**src/pkg/csc_pkg.sv**
```systemverilog
// Shared constants for the channel B status and control block.
// Assumes a 10 MHz aclk and a 32-bit AXI4-Lite register port.
package csc_pkg;

  // ****************************************
  // Clock and timing
  // ****************************************
  localparam int CLK_PERIOD_NS = 100;
  localparam int RESET_HOLD_NS = 10000; // Least device reset hold time
  localparam int RESET_HOLD_CYCLES = (RESET_HOLD_NS + CLK_PERIOD_NS - 1) / CLK_PERIOD_NS;

  // ****************************************
  // Register map, byte addresses
  // ****************************************
  localparam logic [3:0] ADDR_CTRL = 4'h0;
  localparam logic [3:0] ADDR_STATUS = 4'h4;

  // Control register fields
  localparam int CTRL_DET_EN = 0;
  localparam int CTRL_FSEL_LO = 1;
  localparam int CTRL_FSEL_HI = 2;
  localparam int CTRL_REG_PD = 3;
  localparam int CTRL_SW_CLK = 4;
  localparam int CTRL_SEL_A = 5;
  localparam int CTRL_SEL_B = 6;
  localparam int CTRL_DP_RESET = 7;
  localparam logic [7:0] CTRL_RESET = 8'h01;

  // Status register fields
  localparam int STAT_LEVEL = 0;
  localparam int STAT_PD = 1;
  localparam int STAT_SEL_A = 2;
  localparam int STAT_SEL_B = 3;
  localparam int STAT_ROT_LO = 8;

  // Functions routed onto the loss pin
  localparam logic [1:0] FSEL_LOSS = 2'h0;
  localparam logic [1:0] FSEL_ROT_LSB = 2'h1;
  localparam logic [1:0] FSEL_RAW_LEVEL = 2'h2;
  localparam logic [1:0] FSEL_CLK_B = 2'h3;

  // ****************************************
  // Synchroniser bank bit positions
  // ****************************************
  localparam int SYNC_W = 6;
  localparam int SYN_LEVEL = 0;
  localparam int SYN_JOG = 1;
  localparam int SYN_PD_LOW = 2;
  localparam int SYN_SHARED = 3;
  localparam int SYN_CHAN_A = 4;
  localparam int SYN_CHAN_B = 5;
  localparam logic [SYNC_W-1:0] SYNC_RESET = 6'h04; // Power-down pin idles high
  // Enabled edges after reset before jog edges count; covers the two sync flops
  localparam logic [1:0] JOG_ARM_DONE = 2'h3;

  // AXI responses
  localparam logic [1:0] RESP_OKAY = 2'h0;
  localparam logic [1:0] RESP_SLVERR = 2'h2;

endpackage

```
**src/pkg/csc_sync_if.sv**
```systemverilog
// Carrier between the control block and its input synchroniser bank.
// Assumes both ends run on the same aclk.
`timescale 1ns/1ps
`default_nettype none
interface csc_sync_if #(
  parameter int W = 6
);
  logic [W-1:0] raw;
  logic [W-1:0] synced;
  modport ctl (output raw, input synced);
  modport bank (input raw, output synced);
endinterface
`default_nettype wire

```
**src/csc_top.sv**
```systemverilog
// Channel B status and control: loss pin, lane rotation jog, power-down,
// reference clock choice, behind an AXI4-Lite register port.
// Assumes all pin inputs are asynchronous to aclk.
`timescale 1ns/1ps
`default_nettype none
// Notes on behaviour
// - Loss pin high on lost signal, low when valid signal seen.
// - In the loss function, loss reported only while detection is enabled.
// - Loss pin may carry other live status, chosen by a register field.
// - During device reset the loss pin is driven low.
// - Loss pin floats during pin or register power-down.
// - Each jog pin edge, either way, rotates lane order by one.
// - Power-down pin low keeps channel B down; high runs normally.
// - Each channel's reference clock picked by registers or select pins.
// - In pin mode, shared select high forces clock one; low leaves each channel's own select pin to choose.
module csc_top #(
  parameter int LANES = 8,
  parameter int ROT_W = $clog2(LANES)
) (
  input wire logic aclk,
  input wire logic aresetn,
  input wire logic ce,
  // AXI4-Lite slave
  input wire logic [3:0] s_axi_awaddr,
  input wire logic s_axi_awvalid,
  output logic s_axi_awready,
  input wire logic [31:0] s_axi_wdata,
  input wire logic [3:0] s_axi_wstrb,
  input wire logic s_axi_wvalid,
  output logic s_axi_wready,
  output logic [1:0] s_axi_bresp,
  output logic s_axi_bvalid,
  input wire logic s_axi_bready,
  input wire logic [3:0] s_axi_araddr,
  input wire logic s_axi_arvalid,
  output logic s_axi_arready,
  output logic [31:0] s_axi_rdata,
  output logic [1:0] s_axi_rresp,
  output logic s_axi_rvalid,
  input wire logic s_axi_rready,
  // Pins and analog status
  input wire logic level_low_b,
  input wire logic lane_rotate_jog_b,
  input wire logic channel_b_powerdown_low,
  input wire logic shared_clock_choice,
  input wire logic chan_a_clock_choice,
  input wire logic chan_b_clock_choice,
  output logic loss_of_signal_b_o,
  output logic loss_of_signal_b_oe,
  output logic spare_output_b,
  output logic [ROT_W-1:0] lane_rotation_b,
  output logic chan_b_power_down,
  output logic chan_a_ref_one,
  output logic chan_b_ref_one,
  output logic datapath_reset_b
);

  // ****************************************
  // Input synchronisers
  // ****************************************
  csc_sync_if #(.W(csc_pkg::SYNC_W)) sync_bus ();
  assign sync_bus.raw = {chan_b_clock_choice, chan_a_clock_choice, shared_clock_choice,
                         channel_b_powerdown_low, lane_rotate_jog_b, level_low_b};

  csc_sync_bank #(.W(csc_pkg::SYNC_W), .RESET_VAL(csc_pkg::SYNC_RESET)) u_sync (
    .aclk(aclk),
    .aresetn(aresetn),
    .ce(ce),
    .sig(sync_bus)
  );

  logic level_s;
  logic jog_s;
  logic pd_low_s;
  logic shared_s;
  logic chan_a_s;
  logic chan_b_s;
  assign level_s = sync_bus.synced[csc_pkg::SYN_LEVEL];
  assign jog_s = sync_bus.synced[csc_pkg::SYN_JOG];
  assign pd_low_s = sync_bus.synced[csc_pkg::SYN_PD_LOW];
  assign shared_s = sync_bus.synced[csc_pkg::SYN_SHARED];
  assign chan_a_s = sync_bus.synced[csc_pkg::SYN_CHAN_A];
  assign chan_b_s = sync_bus.synced[csc_pkg::SYN_CHAN_B];

  // ****************************************
  // Register bus
  // ****************************************
  logic [7:0] ctrl;
  logic aw_got;
  logic w_got;
  logic [3:0] aw_addr;
  logic [31:0] w_data;
  logic [3:0] w_strb;
  logic [31:0] status_word;
  logic wr_fire;

  assign wr_fire = aw_got && w_got && !s_axi_bvalid;

  // Write channels taken in either order; response after both
  always_ff @(posedge aclk) begin
    if (!aresetn) begin
      s_axi_awready <= 1'b1;
      s_axi_wready <= 1'b1;
      s_axi_bvalid <= 1'b0;
      s_axi_bresp <= csc_pkg::RESP_OKAY;
      aw_got <= 1'b0;
      w_got <= 1'b0;
      aw_addr <= 4'h0;
      w_data <= 32'h0000_0000;
      w_strb <= 4'h0;
    end else if (ce) begin
      if (s_axi_awvalid && s_axi_awready) begin
        aw_got <= 1'b1;
        aw_addr <= s_axi_awaddr;
        s_axi_awready <= 1'b0;
      end
      if (s_axi_wvalid && s_axi_wready) begin
        w_got <= 1'b1;
        w_data <= s_axi_wdata;
        w_strb <= s_axi_wstrb;
        s_axi_wready <= 1'b0;
      end
      if (wr_fire) begin
        aw_got <= 1'b0;
        w_got <= 1'b0;
        s_axi_bvalid <= 1'b1;
        s_axi_bresp <= (aw_addr == csc_pkg::ADDR_CTRL) ? csc_pkg::RESP_OKAY
                                                       : csc_pkg::RESP_SLVERR;
      end
      // Ready again only once the response is taken: one write in flight
      if (s_axi_bvalid && s_axi_bready) begin
        s_axi_bvalid <= 1'b0;
        s_axi_awready <= 1'b1;
        s_axi_wready <= 1'b1;
      end
    end
  end

  // Control register; datapath reset bit self-clears
  always_ff @(posedge aclk) begin
    if (!aresetn) begin
      ctrl <= csc_pkg::CTRL_RESET;
      datapath_reset_b <= 1'b0;
    end else if (ce) begin
      datapath_reset_b <= 1'b0;
      if (wr_fire && aw_addr == csc_pkg::ADDR_CTRL && w_strb[0]) begin
        ctrl <= w_data[7:0] & ~(8'h01 << csc_pkg::CTRL_DP_RESET);
        datapath_reset_b <= w_data[csc_pkg::CTRL_DP_RESET];
      end
    end
  end

  // Status word gathers live block state
  always_comb begin
    status_word = 32'h0000_0000;
    status_word[csc_pkg::STAT_LEVEL] = level_s;
    status_word[csc_pkg::STAT_PD] = chan_b_power_down;
    status_word[csc_pkg::STAT_SEL_A] = chan_a_ref_one;
    status_word[csc_pkg::STAT_SEL_B] = chan_b_ref_one;
    status_word[csc_pkg::STAT_ROT_LO +: ROT_W] = lane_rotation_b;
  end

  // Read channel, one read in flight
  always_ff @(posedge aclk) begin
    if (!aresetn) begin
      s_axi_arready <= 1'b1;
      s_axi_rvalid <= 1'b0;
      s_axi_rdata <= 32'h0000_0000;
      s_axi_rresp <= csc_pkg::RESP_OKAY;
    end else if (ce) begin
      if (s_axi_arvalid && s_axi_arready) begin
        s_axi_arready <= 1'b0;
        s_axi_rvalid <= 1'b1;
        case (s_axi_araddr)
          csc_pkg::ADDR_CTRL: begin
            s_axi_rdata <= {24'h00_0000, ctrl};
            s_axi_rresp <= csc_pkg::RESP_OKAY;
          end
          csc_pkg::ADDR_STATUS: begin
            s_axi_rdata <= status_word;
            s_axi_rresp <= csc_pkg::RESP_OKAY;
          end
          default: begin
            s_axi_rdata <= 32'h0000_0000;
            s_axi_rresp <= csc_pkg::RESP_SLVERR;
          end
        endcase
      end else if (s_axi_rvalid && s_axi_rready) begin
        s_axi_rvalid <= 1'b0;
        s_axi_arready <= 1'b1;
      end
    end
  end

  // ****************************************
  // Power-down and clock choice
  // ****************************************
  logic next_pd;
  assign next_pd = !pd_low_s || ctrl[csc_pkg::CTRL_REG_PD];

  // Pin mode: shared select forces clock one, else per-channel pin decides
  always_ff @(posedge aclk) begin
    if (!aresetn) begin
      chan_b_power_down <= 1'b0;
      chan_a_ref_one <= 1'b0;
      chan_b_ref_one <= 1'b0;
    end else if (ce) begin
      chan_b_power_down <= next_pd;
      if (ctrl[csc_pkg::CTRL_SW_CLK]) begin
        chan_a_ref_one <= ctrl[csc_pkg::CTRL_SEL_A];
        chan_b_ref_one <= ctrl[csc_pkg::CTRL_SEL_B];
      end else begin
        chan_a_ref_one <= shared_s || chan_a_s;
        chan_b_ref_one <= shared_s || chan_b_s;
      end
    end
  end

  // ****************************************
  // Lane rotation jog
  // ****************************************
  logic jog_prev;
  logic [1:0] jog_arm;
  logic jog_edge;
  // Edges ignored until the synchroniser holds the real pin level, so a
  // pin already high at reset release is not taken as a transition
  assign jog_edge = (jog_arm == csc_pkg::JOG_ARM_DONE) && (jog_s != jog_prev);

  always_ff @(posedge aclk) begin
    if (!aresetn) begin
      jog_prev <= 1'b0;
      jog_arm <= 2'h0;
      lane_rotation_b <= '0;
    end else if (ce) begin
      jog_prev <= jog_s;
      if (jog_arm != csc_pkg::JOG_ARM_DONE) begin
        jog_arm <= jog_arm + 2'h1;
      end
      if (jog_edge) begin
        lane_rotation_b <= ROT_W'(lane_rotation_b + 1'b1);
      end
    end
  end

  // ****************************************
  // Loss pin
  // ****************************************
  logic next_loss;
  always_comb begin
    case (ctrl[csc_pkg::CTRL_FSEL_HI:csc_pkg::CTRL_FSEL_LO])
      csc_pkg::FSEL_LOSS: next_loss = level_s && ctrl[csc_pkg::CTRL_DET_EN];
      csc_pkg::FSEL_ROT_LSB: next_loss = lane_rotation_b[0];
      csc_pkg::FSEL_RAW_LEVEL: next_loss = level_s;
      csc_pkg::FSEL_CLK_B: next_loss = chan_b_ref_one;
      default: next_loss = 1'b0;
    endcase
  end

  // Reset drives low; power-down releases the pin
  always_ff @(posedge aclk) begin
    if (!aresetn) begin
      loss_of_signal_b_o <= 1'b0;
      loss_of_signal_b_oe <= 1'b1;
    end else if (ce) begin
      loss_of_signal_b_o <= next_pd ? 1'b0 : next_loss;
      loss_of_signal_b_oe <= !next_pd;
    end
  end

  // Spare output unused, held low
  always_ff @(posedge aclk) begin
    spare_output_b <= 1'b0;
  end

  // ****************************************
  // Checks
  // ****************************************
  chk_loss_reset: assert property (@(posedge aclk) !aresetn |=>
    (!loss_of_signal_b_o && loss_of_signal_b_oe))
    else $error("loss pin not driven low in reset");

  chk_pd_float: assert property (@(posedge aclk) disable iff (!aresetn)
    (ce && next_pd) |=> !loss_of_signal_b_oe)
    else $error("loss pin driven during power-down");

  chk_jog_rotate: assert property (@(posedge aclk) disable iff (!aresetn)
    (ce && jog_edge) |=> lane_rotation_b == ROT_W'($past(lane_rotation_b) + 1'b1))
    else $error("jog edge did not rotate by one");

  chk_loss_disabled: assert property (@(posedge aclk) disable iff (!aresetn)
    (ce && !ctrl[csc_pkg::CTRL_DET_EN] && ctrl[2:1] == csc_pkg::FSEL_LOSS) |=>
    !loss_of_signal_b_o)
    else $error("loss reported while detection disabled");

  chk_loss_follow: assert property (@(posedge aclk) disable iff (!aresetn)
    (ce && ctrl[csc_pkg::CTRL_DET_EN] && ctrl[2:1] == csc_pkg::FSEL_LOSS && !next_pd)
    |=> loss_of_signal_b_o == $past(level_s))
    else $error("loss pin does not follow level detect");

  chk_raw_level: assert property (@(posedge aclk) disable iff (!aresetn)
    (ce && ctrl[2:1] == csc_pkg::FSEL_RAW_LEVEL && !next_pd) |=>
    loss_of_signal_b_o == $past(level_s))
    else $error("alternate loss pin function wrong");

  chk_pd_pin: assert property (@(posedge aclk) disable iff (!aresetn)
    (ce && !pd_low_s) |=> (chan_b_power_down && !loss_of_signal_b_oe))
    else $error("power-down pin not obeyed");

  chk_clk_shared: assert property (@(posedge aclk) disable iff (!aresetn)
    (ce && !ctrl[csc_pkg::CTRL_SW_CLK] && shared_s) |=> (chan_a_ref_one && chan_b_ref_one))
    else $error("shared select did not pick clock one");

  chk_clk_sw: assert property (@(posedge aclk) disable iff (!aresetn)
    (ce && ctrl[csc_pkg::CTRL_SW_CLK]) |=>
    chan_b_ref_one == $past(ctrl[csc_pkg::CTRL_SEL_B]))
    else $error("register clock select ignored");

  chk_ce_freeze: assert property (@(posedge aclk) disable iff (!aresetn)
    !ce |=> ($stable(lane_rotation_b) && $stable(ctrl) && $stable(chan_b_power_down)))
    else $error("state moved while clock enable low");

endmodule
`default_nettype wire

```
**src/csc_sync_bank.sv**
```systemverilog
// Two-flop synchroniser bank for asynchronous pins.
// Assumes raw inputs come from pins outside the aclk domain.
`timescale 1ns/1ps
`default_nettype none
module csc_sync_bank #(
  parameter int W = 6,
  parameter logic [W-1:0] RESET_VAL = '0
) (
  input wire logic aclk,
  input wire logic aresetn,
  input wire logic ce,
  csc_sync_if.bank sig
);

  // ****************************************
  // Per-bit synchroniser
  // ****************************************
  logic [W-1:0] meta;
  logic [W-1:0] stage2;

  genvar i;
  generate
    for (i = 0; i < W; i++) begin : g_bit
      // First flop feeds only the second flop
      always_ff @(posedge aclk) begin
        if (!aresetn) begin
          meta[i] <= RESET_VAL[i];
          stage2[i] <= RESET_VAL[i];
        end else if (ce) begin
          meta[i] <= sig.raw[i];
          stage2[i] <= meta[i];
        end
      end
    end
  endgenerate

  assign sig.synced = stage2;

endmodule
`default_nettype wire

```
**config.mk**
```make
export PLATFORM = sky130hd
export DESIGN_NAME = csc_top
export DESIGN_NICKNAME = d
export VERILOG_FILES = /design/src/pkg/csc_pkg.sv /design/src/pkg/csc_sync_if.sv /design/src/csc_top.sv /design/src/csc_sync_bank.sv
export SDC_FILE = /design/constraint.sdc
export NUM_CORES = 1
export LEC_CHECK = 0
export ABC_AREA = 0
export BUFFER_PORTS_ARGS = -buffer_cell sky130_fd_sc_hd__buf_2
export CORE_MARGIN = 1
export CORE_UTILIZATION = 48
export CTS_BUF_LIST = sky130_fd_sc_hd__clkbuf_8
export DETAILED_ROUTE_END_ITERATION = 10
export PLACE_DENSITY = 0.79
export SYNTH_ARGS = -nofsm -noshare
export SYNTH_HDL_FRONTEND = slang
export SYNTH_HIERARCHICAL = 1
export SYNTH_SLANG_ARGS = --single-unit
```
**constraint.sdc**
```tcl
create_clock -name aclk -period 1.2 [get_ports aclk]
set_input_delay 0.24 -clock aclk [delete_from_list [all_inputs] [get_ports aclk]]
set_output_delay 0.24 -clock aclk [all_outputs]
set_load 0.03 [all_outputs]
```
Word-level counts from Yosys, hierarchy flattened
Index checks and enable logic that the tools add are counted.
Operators by class
  equality and inequality tests: 7
  bitwise gates (word level): 0
  divide/modulo/power cells: 0
  multiply operators: 0
  $add $sub $neg: 2
  shifts and indexed selects: 0
  muxes and demuxes: 22
  magnitude comparators: 0
  reduce and logical (&&, ||, !) cells: 40
Operator list (count)
  $reduce_and 2->1: 13
  $pmux 11 s2: 1
  $mux 1: 18
  $reduce_bool 2->1: 6
  $logic_and 1x1->1: 11
  $logic_not 4->1: 2
  $eq 2x2->1 const B: 3
  $eq 4x3->1 const B: 1
  $mux 2: 2
  $pmux 1 s4: 1
  $add 3x1->3 const B: 1
  $logic_not 1->1: 3
  $logic_or 1x1->1: 3
  $add 2x1->2 const B: 1
  $eq 2x1->1 const B: 1
  $logic_not 2->1: 1
  $ne 2x2->1 const B: 1
  $reduce_or 2->1: 1
  $ne 1x1->1: 1
Word-level totals
  memories kept: 0
  bits in registers: 87
  logic and storage cells: 106
  bits in read-only memories: 0
  RAM bits: 0
  output and inout bits: 51
  bits in latches: 0
  input bits: 58

Longest topological paths before layout
Gate-level depths: netlist of the first run.
  depth in word-level cells: 5
  mapped depth: 5
  mapped depth without buffers: 4

By module
The synthesis of the first run kept the hierarchy.
By module, submodules not included
  csc_top: seq. area each 1021.0 sq um, instances 1, cells an instance 255, area an instance 2250.9 sq um
  csc_sync_bank: seq. area each 240.2 sq um, instances 1, cells an instance 38, area an instance 445.4 sq um

Worst setup path after synthesis of the first run
OpenSTA, ideal clock, no wires.
  path type: register to register
  start: register s_axi_bvalid
  end: register ctrl[0]
  setup time: 72 ps
  data required time: 1128 ps
  data arrival time: 1189 ps
  slack: -61 ps
  period minus slack after synthesis: 1261 ps
  stages on the path, launching flop included: 5
  path buffers: 1
  cell sequence: dfxtp_1 and4b_1 buf_4 nand3_4 mux2i_1
On the way
  cells in the longest elaborated chain, start to end: 5
Ends and longest elaborated chain
  start, declared: RTL line csc_top.sv:32  | output logic s_axi_bvalid,
  start signal, assigned: RTL line csc_top.sv:104  | s_axi_bvalid <= 1'b0;
  start signal, assigned: RTL line csc_top.sv:126  | s_axi_bvalid <= 1'b1;
  start signal, assigned: RTL line csc_top.sv:132  | s_axi_bvalid <= 1'b0;
  $logic_not 1->1: RTL line csc_top.sv:97  | assign wr_fire = aw_got && w_got && !s_axi_bvalid;
  $logic_and 1x1->1: RTL line csc_top.sv:97
  $logic_and 1x1->1 (2 in a row): RTL line csc_top.sv:146  | if (wr_fire && aw_addr == csc_pkg::ADDR_CTRL && w_strb[0]) begin
  $reduce_and 2->1 (no line)
  end signal, assigned: RTL line csc_top.sv:142  | ctrl <= csc_pkg::CTRL_RESET;
  end signal, assigned: RTL line csc_top.sv:147  | ctrl <= w_data[7:0] & ~(8'h01 << csc_pkg::CTRL_DP_RESET);
  end, declared: RTL line csc_top.sv:88  | logic [7:0] ctrl;
Every way passes these cells.
A chain may end at the register's enable or synchronous reset.

Worst setup path in the final report of the first run
  start: register aw_addr[3]
  end: register ctrl[5]
On the way
  cells in the longest elaborated chain, start to end: 4
Ends and longest elaborated chain
  start, declared: RTL line csc_top.sv:91  | logic [3:0] aw_addr;
  start signal, assigned: RTL line csc_top.sv:114  | aw_addr <= s_axi_awaddr;
  $logic_not 4->1: RTL line csc_top.sv:146
  $logic_and 1x1->1 (2 in a row): RTL line csc_top.sv:146
  $reduce_and 2->1 (no line)
Every way passes these cells.

==> summary.txt, run 1 <==
Run status
  – Status: finished, final reports clean

Worst setup path
  – Critical path peak fanout: 8
  – Critical path arrival: roughly 1.4 ns
  – R2R Path End: ctrl[5]$_SDFFE_PN0P_
  – Startpoint types: register
  – Worst endpoint required time: 1.42 ns
  – Worst reg2reg setup slack: 0.01 ns
  – Setup CP Type: register to register
  – Critical Path Sink Type: register
  – Worst reg2reg path depth: 3
  – Worst r2r src: aw_addr[3]$_SDFFE_PN0P_

Place
  – Hpwl dp: 3630 µm
  – Number of buffers inserted by port buffering: 56
  – Placed cells: ~420
  – RD Place Congestion: 0.766
  – Dpl ws: -0.0332 ns

Final layout
  – Fin nets: between 400 and 500
  – Non-filler cells, final: 433
  – Area delta synth->final: 20.1%
  – Layout cells sized above 1: 0.292
  – Most common cell after layout, fill and taps aside: dfxtp_1
  – Commonest non-fill, non-tap cells in the layout: dfxtp_1, buf_2, nand2_1
  – Antenna cells: 0

Yosys
  – Synth top area share: 0.468
  – YS warnings: 6
  – Async set or reset register ratio after synthesis: 0
  – Top FF cell, synth: dfxtp_1
  – Post-Syn Area: 2700 µm²
  – EDFF count, synth: 0
  – Gate Count Post-Synth: roughly 290
  – Seq/Total Area, Yosys: 0.468
  – Post-synth top area cell: dfxtp_1
  – Synth area leaders: dfxtp_1, mux2i_1, buf_4
  – Avg Inst Size Synth: 9.20 µm²
  – Post-synth cell types: 35
  – #FFs+latches synth: 63

Global routing
  – GRT Util Overall: 0.189
  – Overflow after GRT: 0
  – Largest net degree at the start of global routing: 30
  – Wire length of the first global-routing pass: 8710 µm
  – Vias in the first global route: 1949
  – Antenna violations before repair: 0

Detailed routing
  – DR iter-0 viols: slightly above 100
  – Uppermost layer routed: met4
  – Via density: 4.90
  – TritonRoute pass-1 iters: 4
  – Residual DRC: 0
  – Antenna Nets Post-Route: 0
  – DRT met1 WL: between 2000 and 2500 µm
  – Met2 WL: 2390 µm
  – Final wirelength: 5200 µm
  – Via Count: 2122
  – Per-cell routed wire length: 12.0 µm
  – Met3 wire len: 266 µm

Timing
  – Final hold viol count: 0
  – Final WS setup: ~0.011 ns
  – Worst hold slack: 0.135 ns
  – Fin. max-slew vios: 0
  – Final setup violation count: 0
  – Achievable Freq: 0.841 GHz
  – Fin Clk Skew: 0.00893 ns
  – RSZ-0062 raised after global routing: true
  – Crit path time final: about 1.2 ns
  – Final period util: 0.991

CTS
  – Clk sinks: 63
  – Worst-skew pair later-pin latency: 0.34 ns
  – Cts hold-fix bufs: 0
  – CTS Buf Count: 9
  – Clock Path Buffers: 2
  – Clock Pin Slew Worst Setup and Hold Paths: 0.06 ns
  – Root buffer cell: clkbuf_8
  – CTS tree: built
  – Htree depth: 3

Floorplan
  – Core ar.: 5270 µm²
  – Die footprint: 5920 µm²
  – # rows: 26
  – Number of I/O pins: 109
  – Initial Utilization: 0.512
  – Die Width: between 70 and 80 µm
  – Die Ht: a little under 80 µm

Power
  – Leak pwr: 1.49 nW
  – PD cells: 1390 nW/µm²
  – Pwr Total: between 4 and 5 mW
  – Worst-case vdd ir drop: approximately 1000 µV

Flow run
  – Max-cap violation count: 0

Min path
  – Worst hold endpoint: aw_addr[1]$_SDFFE_PN0P_
  – Class of the worst hold path: input port to register
  – Hold path depth: 3
  – Hold_sp: s_axi_awaddr[1]
-- through the flow --
step | util | TNS [ns] | cell area, µm²
floorplan | - | 0 | 2790
CTS | 0.609 | -0.00923 | 3210
detailed placement | 0.569 | -0.0643 | 3000
global placement | 0.569 | 0 | 3000
finish | 0.614 | 0 | 3240
global route | 0.614 | -0.264 | 3240
-- logic make-up (layout without fill, tap and decap cells) --
family / Yosys count / count (layout) / synth area share
xor+xnor: 3 / 3 / 0.00975
mux: 32 / 32 / 0.121
other cells: 1 / 25 / 0.00139
simple gates: 110 / 110 / 0.207
fa+ha+maj: 2 / 2 / 0.00928
flops: 63 / 63 / 0.468
buf+inv: 41 / 87 / 0.0993
compound gates: 41 / 41 / 0.0840
-- how the worst max path moves through the flow --
stage                                    from                               to  slack (ns)  depth (start not counted)
finish                aw_addr[3]$_SDFFE_PN0P_             ctrl[5]$_SDFFE_PN0P_        0.01                          3
global route          aw_addr[3]$_SDFFE_PN0P_             ctrl[6]$_SDFFE_PN0P_       -0.05                          3
CTS                   aw_addr[2]$_SDFFE_PN0P_             ctrl[5]$_SDFFE_PN0P_      -0.009                          3
detailed placement                         ce     s_axi_rdata[10]$_SDFFE_PN0P_       -0.03                          4
global placement                           ce  lane_rotation_b[2]$_SDFFE_PN0P_       0.002                          5
floorplan           s_axi_bvalid$_SDFFE_PN0P_             ctrl[0]$_SDFFE_PN1P_        0.05                          4
-- cell usage after synthesis (3+ instances only) --
library cell	count
dfxtp_1	63
nand2_1	47
buf_4	27
mux2i_1	27
a21oi_1	21
nand3_1	17
nor2_1	14
nor2b_1	12
o21ai_0	12
nand2b_1	7
clkbuf_1	6
mux2_2	5
buf_2	4
nand3b_1	3
-- worst max-delay path, stage by stage (launching register included) --
cell,delay (ns)
dfxtp_2,0.34
nor4_4,0.36
nand3_4,0.20
mux2i_1,0.17
-- repair_timing --
item | in CTS | in global routing
buffers inserted | 1 | 0
setup endpoints to repair | 4 | 14
pin swaps | 2 | 4
gates resized for setup | 5 | 11
-- final cells by class --
class                      count  area, µm²
tap                           70       87.6
inverter                       2       7.51
clock inverter                 6       52.6
clock buffer                  10        138
multi-input combinational    213       1280
timing repair buffer          69        400
fill                         481       2030
sequential                    63       1270
-- per-layer routing --
| layer | vias to the layer above | global-route usage |
|---|---|---|
| li1 | 1067 | - |
| met2 | 70 | 0.298 |
| met1 | 973 | 0.226 |
| met4 | 0 | 0.0885 |
| met5 | - | 0 |
| met3 | 12 | 0.0726 |
-- sequential cells by signal (all words and copies together), names as in the netlist, 2 cells and up --
name,flops
u_sync/meta,6
u_sync/sig.synced,6
jog_arm,2
lane_rotation_b,3
s_axi_rdata,10
ctrl,7
w_data,8
aw_addr,4
-- where the power goes --
group / leakage (nW) / internal [mW] / total [mW] / switching (mW)
combinational: 0.870 / 0.186 / 0.516 / 0.330
clock: 0.108 / 0.989 / 1.76 / 0.775
sequential: 0.516 / 2.17 / 2.22 / 0.0513
Power figures use the tool's default switching activity.
==> run 2: changes to the inputs <==
- REMOVE_ABC_BUFFERS: default -> 1
==> summary.txt, run 2 (synthesized netlist as in run 1, its figures left out) <==
Worst setup path
  – Worst reg2reg path depth: 3 (unchanged)
  – Critical path arrival: 1.39 ns (-0.02 ns)
  – Critical Path Sink Type: register
  – Setup CP Type: register to register
  – R2R Path End: ctrl[0]$_SDFFE_PN1P_
  – Critical path peak fanout: 8 (unchanged)
  – Worst endpoint required time: 1.42 ns (about the same)
  – Startpoint types: register
  – Worst r2r src: aw_addr[3]$_SDFFE_PN0P_
  – Worst reg2reg setup slack: 0.04 ns (+0.03 ns)

Final layout
  – Design Area, Final: 3260 µm² (+0.77%)
  – Layout cells sized above 1: 0.290 (-0.00196)
  – Antenna cells: 0 (unchanged)
  – Leading registers by flop count: s_axi_rdata x10, w_data x8, ctrl x7
  – Area delta synth->final: 21.0%
  – Final core utilization: 0.619 (+0.00475)
  – Reg with most FFs: s_axi_rdata
  – Most common cell after layout, fill and taps aside: dfxtp_1
  – Fin nets: 417 (-0.24%)
  – Number of flip-flops in the largest register: 10 (unchanged)
  – Commonest non-fill, non-tap cells in the layout: dfxtp_1, buf_2, nand2_1

Place
  – Hpwl dp: 3600 µm (-0.76%)
  – RD Place Congestion: 0.731 (-4.6%)
  – Post-Place Cell Area: 3020 µm² (+0.71%)
  – Dpl ws: -0.0851 ns (-0.0519 ns)
  – Number of buffers inserted by port buffering: 56 (unchanged)

CTS
  – CTS tree: built
  – CTS Buf Count: 9 (unchanged)
  – Root buffer cell: clkbuf_8
  – Cts hold-fix bufs: 0 (unchanged)
  – Clock Path Buffers: 2 (unchanged)
  – Htree depth: 3 (unchanged)
  – Clk sinks: 63 (unchanged)
  – Clock Pin Slew Worst Setup and Hold Paths: 0.07 ns (about the same)
  – Worst-skew pair later-pin latency: 0.34 ns (about the same)

Timing
  – Final period util: 0.970 (-0.0216)
  – Fin Clk Skew: 0.00523 ns (-0.00370 ns)
  – Crit path time final: 1.16 ns (-0.0259 ns)
  – Achievable Freq: 0.860 GHz (+2.2%)
  – Setup TNS: 0 ns (unchanged)
  – RSZ-0062 raised after global routing: true
  – Worst hold slack: 0.124 ns (-0.0101 ns)
  – Final hold viol count: 0 (unchanged)
  – Fin. max-slew vios: 0 (unchanged)
  – Final setup violation count: 0 (unchanged)
  – Final WS setup: 0.0365 ns (+0.0259 ns)

Min path
  – Hold path depth: 3 (unchanged)
  – Class of the worst hold path: input port to register
  – Worst hold endpoint: u_sync/meta[2]$_SDFFE_PN1P_
  – Hold_sp: channel_b_powerdown_low

Power
  – Leak pwr: 1.50 nW (+0.10%)
  – Worst-case vdd ir drop: 1020 µV (+1.9%)
  – PD cells: 1370 nW/µm² (-1.7%)

Floorplan
  – Die Width: 77.0 µm (unchanged)
  – Number of I/O pins: 109 (unchanged)
  – Core ar.: 5270 µm² (unchanged)
  – # rows: 26 (unchanged)
  – Die Ht: 77.0 µm (unchanged)
  – Initial Utilization: 0.512 (unchanged)
  – Die footprint: 5920 µm² (unchanged)

Global routing
  – Wire length of the first global-routing pass: 8600 µm (-1.3%)
  – GRT Util Overall: 0.189 (-0.000569)
  – Vias in the first global route: 1888 (-3.1%)
  – Antenna violations before repair: 0 (unchanged)
  – Largest net degree at the start of global routing: 30 (unchanged)
  – Overflow after GRT: 0 (unchanged)

Run status
  – Status: finished, final reports clean

Detailed routing
  – Via density: 4.79 (-2.2%)
  – Final wirelength: 5140 µm (-1.2%)
  – TritonRoute pass-1 iters: 4 (unchanged)
  – Per-cell routed wire length: 11.9 µm (-0.98%)
  – Via Count: 2070 (-2.5%)
  – Residual DRC: 0 (unchanged)
  – Antenna Nets Post-Route: 0 (unchanged)
  – DR iter-0 viols: 74 (-27%)

Flow run
  – Max-cap violation count: 0 (unchanged)
==> run 2: cell types whose count changed in the layout (fill, tap and decap cells not counted), sizes merged <==
cell / previous run / this run
buf: 68 / 66
bufinv: 1 / 0
inv: 4 / 3
clkinvlp: 0 / 1
clkinv: 3 / 1
clkbuf: 11 / 15
==> run 2: layout make-up <==
type	instances	area, µm²
inverters	2	7.51
clock inverters	3	16.3
multi-input cells	213	1280
fillers	474	2010
flip-flops and latches	63	1270
clock buffers	13	179
repair buffers	68	423
well taps	70	87.6
==> run 2: critical path: stages, from the launching register on <==
cell	delay [ns]
dfxtp_2	0.33
nor4_4	0.35
nand3_4	0.20
mux2i_1	0.16
==> run 2: metal layers <==
metal	track usage	vias up	part of all wire
met5	0	-	0
met4	0.0750	0	0.016
met3	0.0845	11	0.063
met2	0.281	75	0.44
met1	0.236	915	0.48
li1	-	1069	-
==> run 2: power breakdown <==
part           switching (mW)  internal [mW]
registers              0.0523           2.17
logic                   0.328          0.189
clock network           0.757          0.964
total                    1.14           3.32
==> run 2: timing repair <==
| item | CTS | global route |
|---|---|---|
| endpoints found under the setup margin | 3 | 15 |
| setup buffers | 0 | 0 |
| pin swaps | 0 | 1 |
| gates resized for setup | 4 | 17 |
==> run 2: worst max-delay path by stage <==
stage / start / end / slack (ns) / cells after the start
final: aw_addr[3]$_SDFFE_PN0P_ / ctrl[0]$_SDFFE_PN1P_ / 0.04 / 3
after global routing: aw_addr[3]$_SDFFE_PN0P_ / ctrl[0]$_SDFFE_PN1P_ / -0.03 / 3
after CTS: s_axi_arready$_SDFFE_PN1P_ / s_axi_arready / 0.01 / 1
after detailed placement: ce / w_data[1]$_SDFFE_PN0P_ / -0.09 / 5
after global placement: ce / lane_rotation_b[0]$_SDFFE_PN0P_ / -0.02 / 5
after floorplan: s_axi_arready$_SDFFE_PN1P_ / s_axi_rdata[10]$_SDFFE_PN0P_ / -0.02 / 3
==> run 2: stage by stage <==
step,instances,power [mW]
after CTS,432,4.51
after detailed placement,416,2.76
final,432,4.46
after global placement,416,2.75
after global routing,432,4.68
after floorplan,278,2.56
==> run 3: changes to the inputs <==
- RECOVER_POWER: default -> 100
==> summary.txt, run 3 (synthesized netlist as in run 1, its figures left out) <==
Floorplan
  – Core ar.: 5270 µm² (unchanged)
  – Die Width: 77.0 µm (unchanged)
  – Number of I/O pins: 109 (unchanged)
  – Initial Utilization: 0.512 (unchanged)
  – # rows: 26 (unchanged)
  – Die footprint: 5920 µm² (unchanged)
  – Die Ht: 77.0 µm (unchanged)

Run status
  – Status: finished, final reports clean

Power
  – Pwr Total: 4.45 mW (-0.19%)
  – Leak pwr: 1.47 nW (-1.7%)
  – Worst-case vdd ir drop: 1020 µV (-0.24%)
  – PD cells: 1370 nW/µm² (+0.31%)

CTS
  – CTS tree: built
  – Clock Path Buffers: 2 (unchanged)
  – Clk sinks: 63 (unchanged)
  – Setup bufs post-CTS: 0 (unchanged)
  – CTS Buf Count: 9 (unchanged)
  – Cts hold-fix bufs: 0 (unchanged)
  – Root buffer cell: clkbuf_8
  – Clock Pin Slew Worst Setup and Hold Paths: 0.07 ns (about the same)
  – Htree depth: 3 (unchanged)
  – Worst-skew pair later-pin latency: 0.34 ns (about the same)

Timing
  – Worst hold slack: 0.125 ns (+0.000868 ns)
  – Crit path time final: 1.17 ns (+0.00475 ns)
  – RSZ-0062 raised after global routing: true
  – Fin Clk Skew: 0.00382 ns (-0.00141 ns)
  – Setup TNS: 0 ns (unchanged)
  – Final setup violation count: 0 (unchanged)
  – Achievable Freq: 0.856 GHz (-0.41%)
  – Fin. max-slew vios: 0 (unchanged)
  – Final period util: 0.974 (+0.00396)
  – Final hold viol count: 0 (unchanged)
  – Final WS setup: 0.0318 ns (-0.00475 ns)

Final layout
  – Design Area, Final: 3250 µm² (-0.50%)
  – Fill cells: 483 (+1.9%)
  – Most common cell after layout, fill and taps aside: dfxtp_1
  – Reg with most FFs: s_axi_rdata
  – Commonest non-fill, non-tap cells in the layout: dfxtp_1, nand2_1, buf_2
  – Antenna cells: 0 (unchanged)
  – Number of flip-flops in the largest register: 10 (unchanged)
  – Non-filler cells, final: 432 (unchanged)
  – Fin nets: 417 (unchanged)
  – Layout cells sized above 1: 0.276 (-0.0138)
  – Final core utilization: 0.616 (-0.00309)
  – Leading registers by flop count: s_axi_rdata x10, w_data x8, ctrl x7
  – Area delta synth->final: 20.4%

Detailed routing
  – Antenna Nets Post-Route: 0 (unchanged)
  – TritonRoute pass-1 iters: 4 (unchanged)
  – Via Count: 2085 (+0.72%)
  – Final wirelength: 5130 µm (about the same)
  – Per-cell routed wire length: 11.9 µm (about the same)
  – Via density: 4.83 (+0.72%)
  – DR iter-0 viols: 69 (-6.8%)
  – Residual DRC: 0 (unchanged)

Global routing
  – Antenna violations before repair: 0 (unchanged)
  – Wire length of the first global-routing pass: 8600 µm (unchanged)
  – Vias in the first global route: 1888 (unchanged)
  – GRT Util Overall: 0.189 (unchanged)
  – Largest net degree at the start of global routing: 30 (unchanged)
  – Overflow after GRT: 0 (unchanged)

Worst setup path
  – Critical Path Sink Type: primary output
  – Stages on worst setup path: 1 (-2)
  – Setup CP Type: register to primary output
  – CP max stage delay: 0.38 ns (+0.03 ns)
  – Worst endpoint required time: 0.96 ns (-0.46 ns)
  – R2R Path End: ctrl[0]$_SDFFE_PN1P_
  – Worst reg2reg path depth: 3 (unchanged)
  – Worst r2r src: aw_addr[3]$_SDFFE_PN0P_
  – Critical path peak fanout: 4 (-4)
  – Cell Chain, Critical Path: clkbuf_4
  – Critical Path End: s_axi_arready
  – Worst reg2reg setup slack: 0.04 ns (about the same)
  – Delay-heaviest family, CP: flip-flops
  – CP Launch Point: s_axi_arready$_SDFFE_PN1P_
  – Critical path arrival: 0.93 ns (-0.46 ns)
  – Startpoint types: register
  – Slowest cell on crit path: dfxtp_1
  – CP bufs+invs: 1 (+1)

Place
  – RD Place Congestion: 0.731 (unchanged)
  – Dpl ws: -0.0851 ns (unchanged)
  – Hpwl dp: 3600 µm (unchanged)
  – Placed cells: 416 (unchanged)
  – Number of buffers inserted by port buffering: 56 (unchanged)
  – Post-Place Cell Area: 3020 µm² (unchanged)

Min path
  – Class of the worst hold path: input port to register

Flow run
  – Max-cap violation count: 0 (unchanged)
==> run 3: cell types whose count changed in the layout (fill, tap and decap cells not counted), sizes merged <==
cell and change:
buf -22, clkbuf +22
==> run 3: metal layers <==
metal	vias to the layer above	global-route usage	share of wire
met5	-	0	0
met4	0	0.0750	0.015
met1	927	0.236	0.48
met3	9	0.0845	0.063
met2	77	0.281	0.44
li1	1072	-	-
==> run 3: where the power goes <==
part	total (mW)	internal, mW	switching (mW)
combinational	0.510	0.183	0.327
sequential	2.22	2.17	0.0528
clock	1.72	0.964	0.755
total	4.45	3.31	1.13
==> run 3: repair_timing <==
action                     in CTS  in global routing
setup endpoints to repair       3                 15
pin swaps                       0                  1
resized for setup               4                 17
==> run 3: worst min path at each step <==
stage | startpoint | endpoint | slack, ns | cells after the start
after floorplan | aresetn | u_sync/meta[2]$_SDFFE_PN1P_ | 0.30 | 1
after global placement | aw_got$_SDFFE_PN0P_ | aw_got$_SDFFE_PN0P_ | 0.43 | 2
after detailed placement | w_data[7]$_SDFFE_PN0P_ | datapath_reset_b$_SDFFE_PN0P_ | 0.44 | 2
after CTS | channel_b_powerdown_low | u_sync/meta[2]$_SDFFE_PN1P_ | 0.11 | 3
after global routing | channel_b_powerdown_low | u_sync/meta[2]$_SDFFE_PN1P_ | 0.12 | 3
final | channel_b_powerdown_low | u_sync/meta[2]$_SDFFE_PN1P_ | 0.13 | 3
==> run 3: area by class of cell <==
type	instances	area, µm²	area share
Timing Repair Buffer	68	409	0.126
Sequential cell	63	1270	0.391
Clock buffer	13	179	0.0551
Multi-Input combinational cell	213	1280	0.394
Tap cell	70	87.6	0.0270
Inverter	2	7.51	0.00231
Clock inverter	3	16.3	0.00501
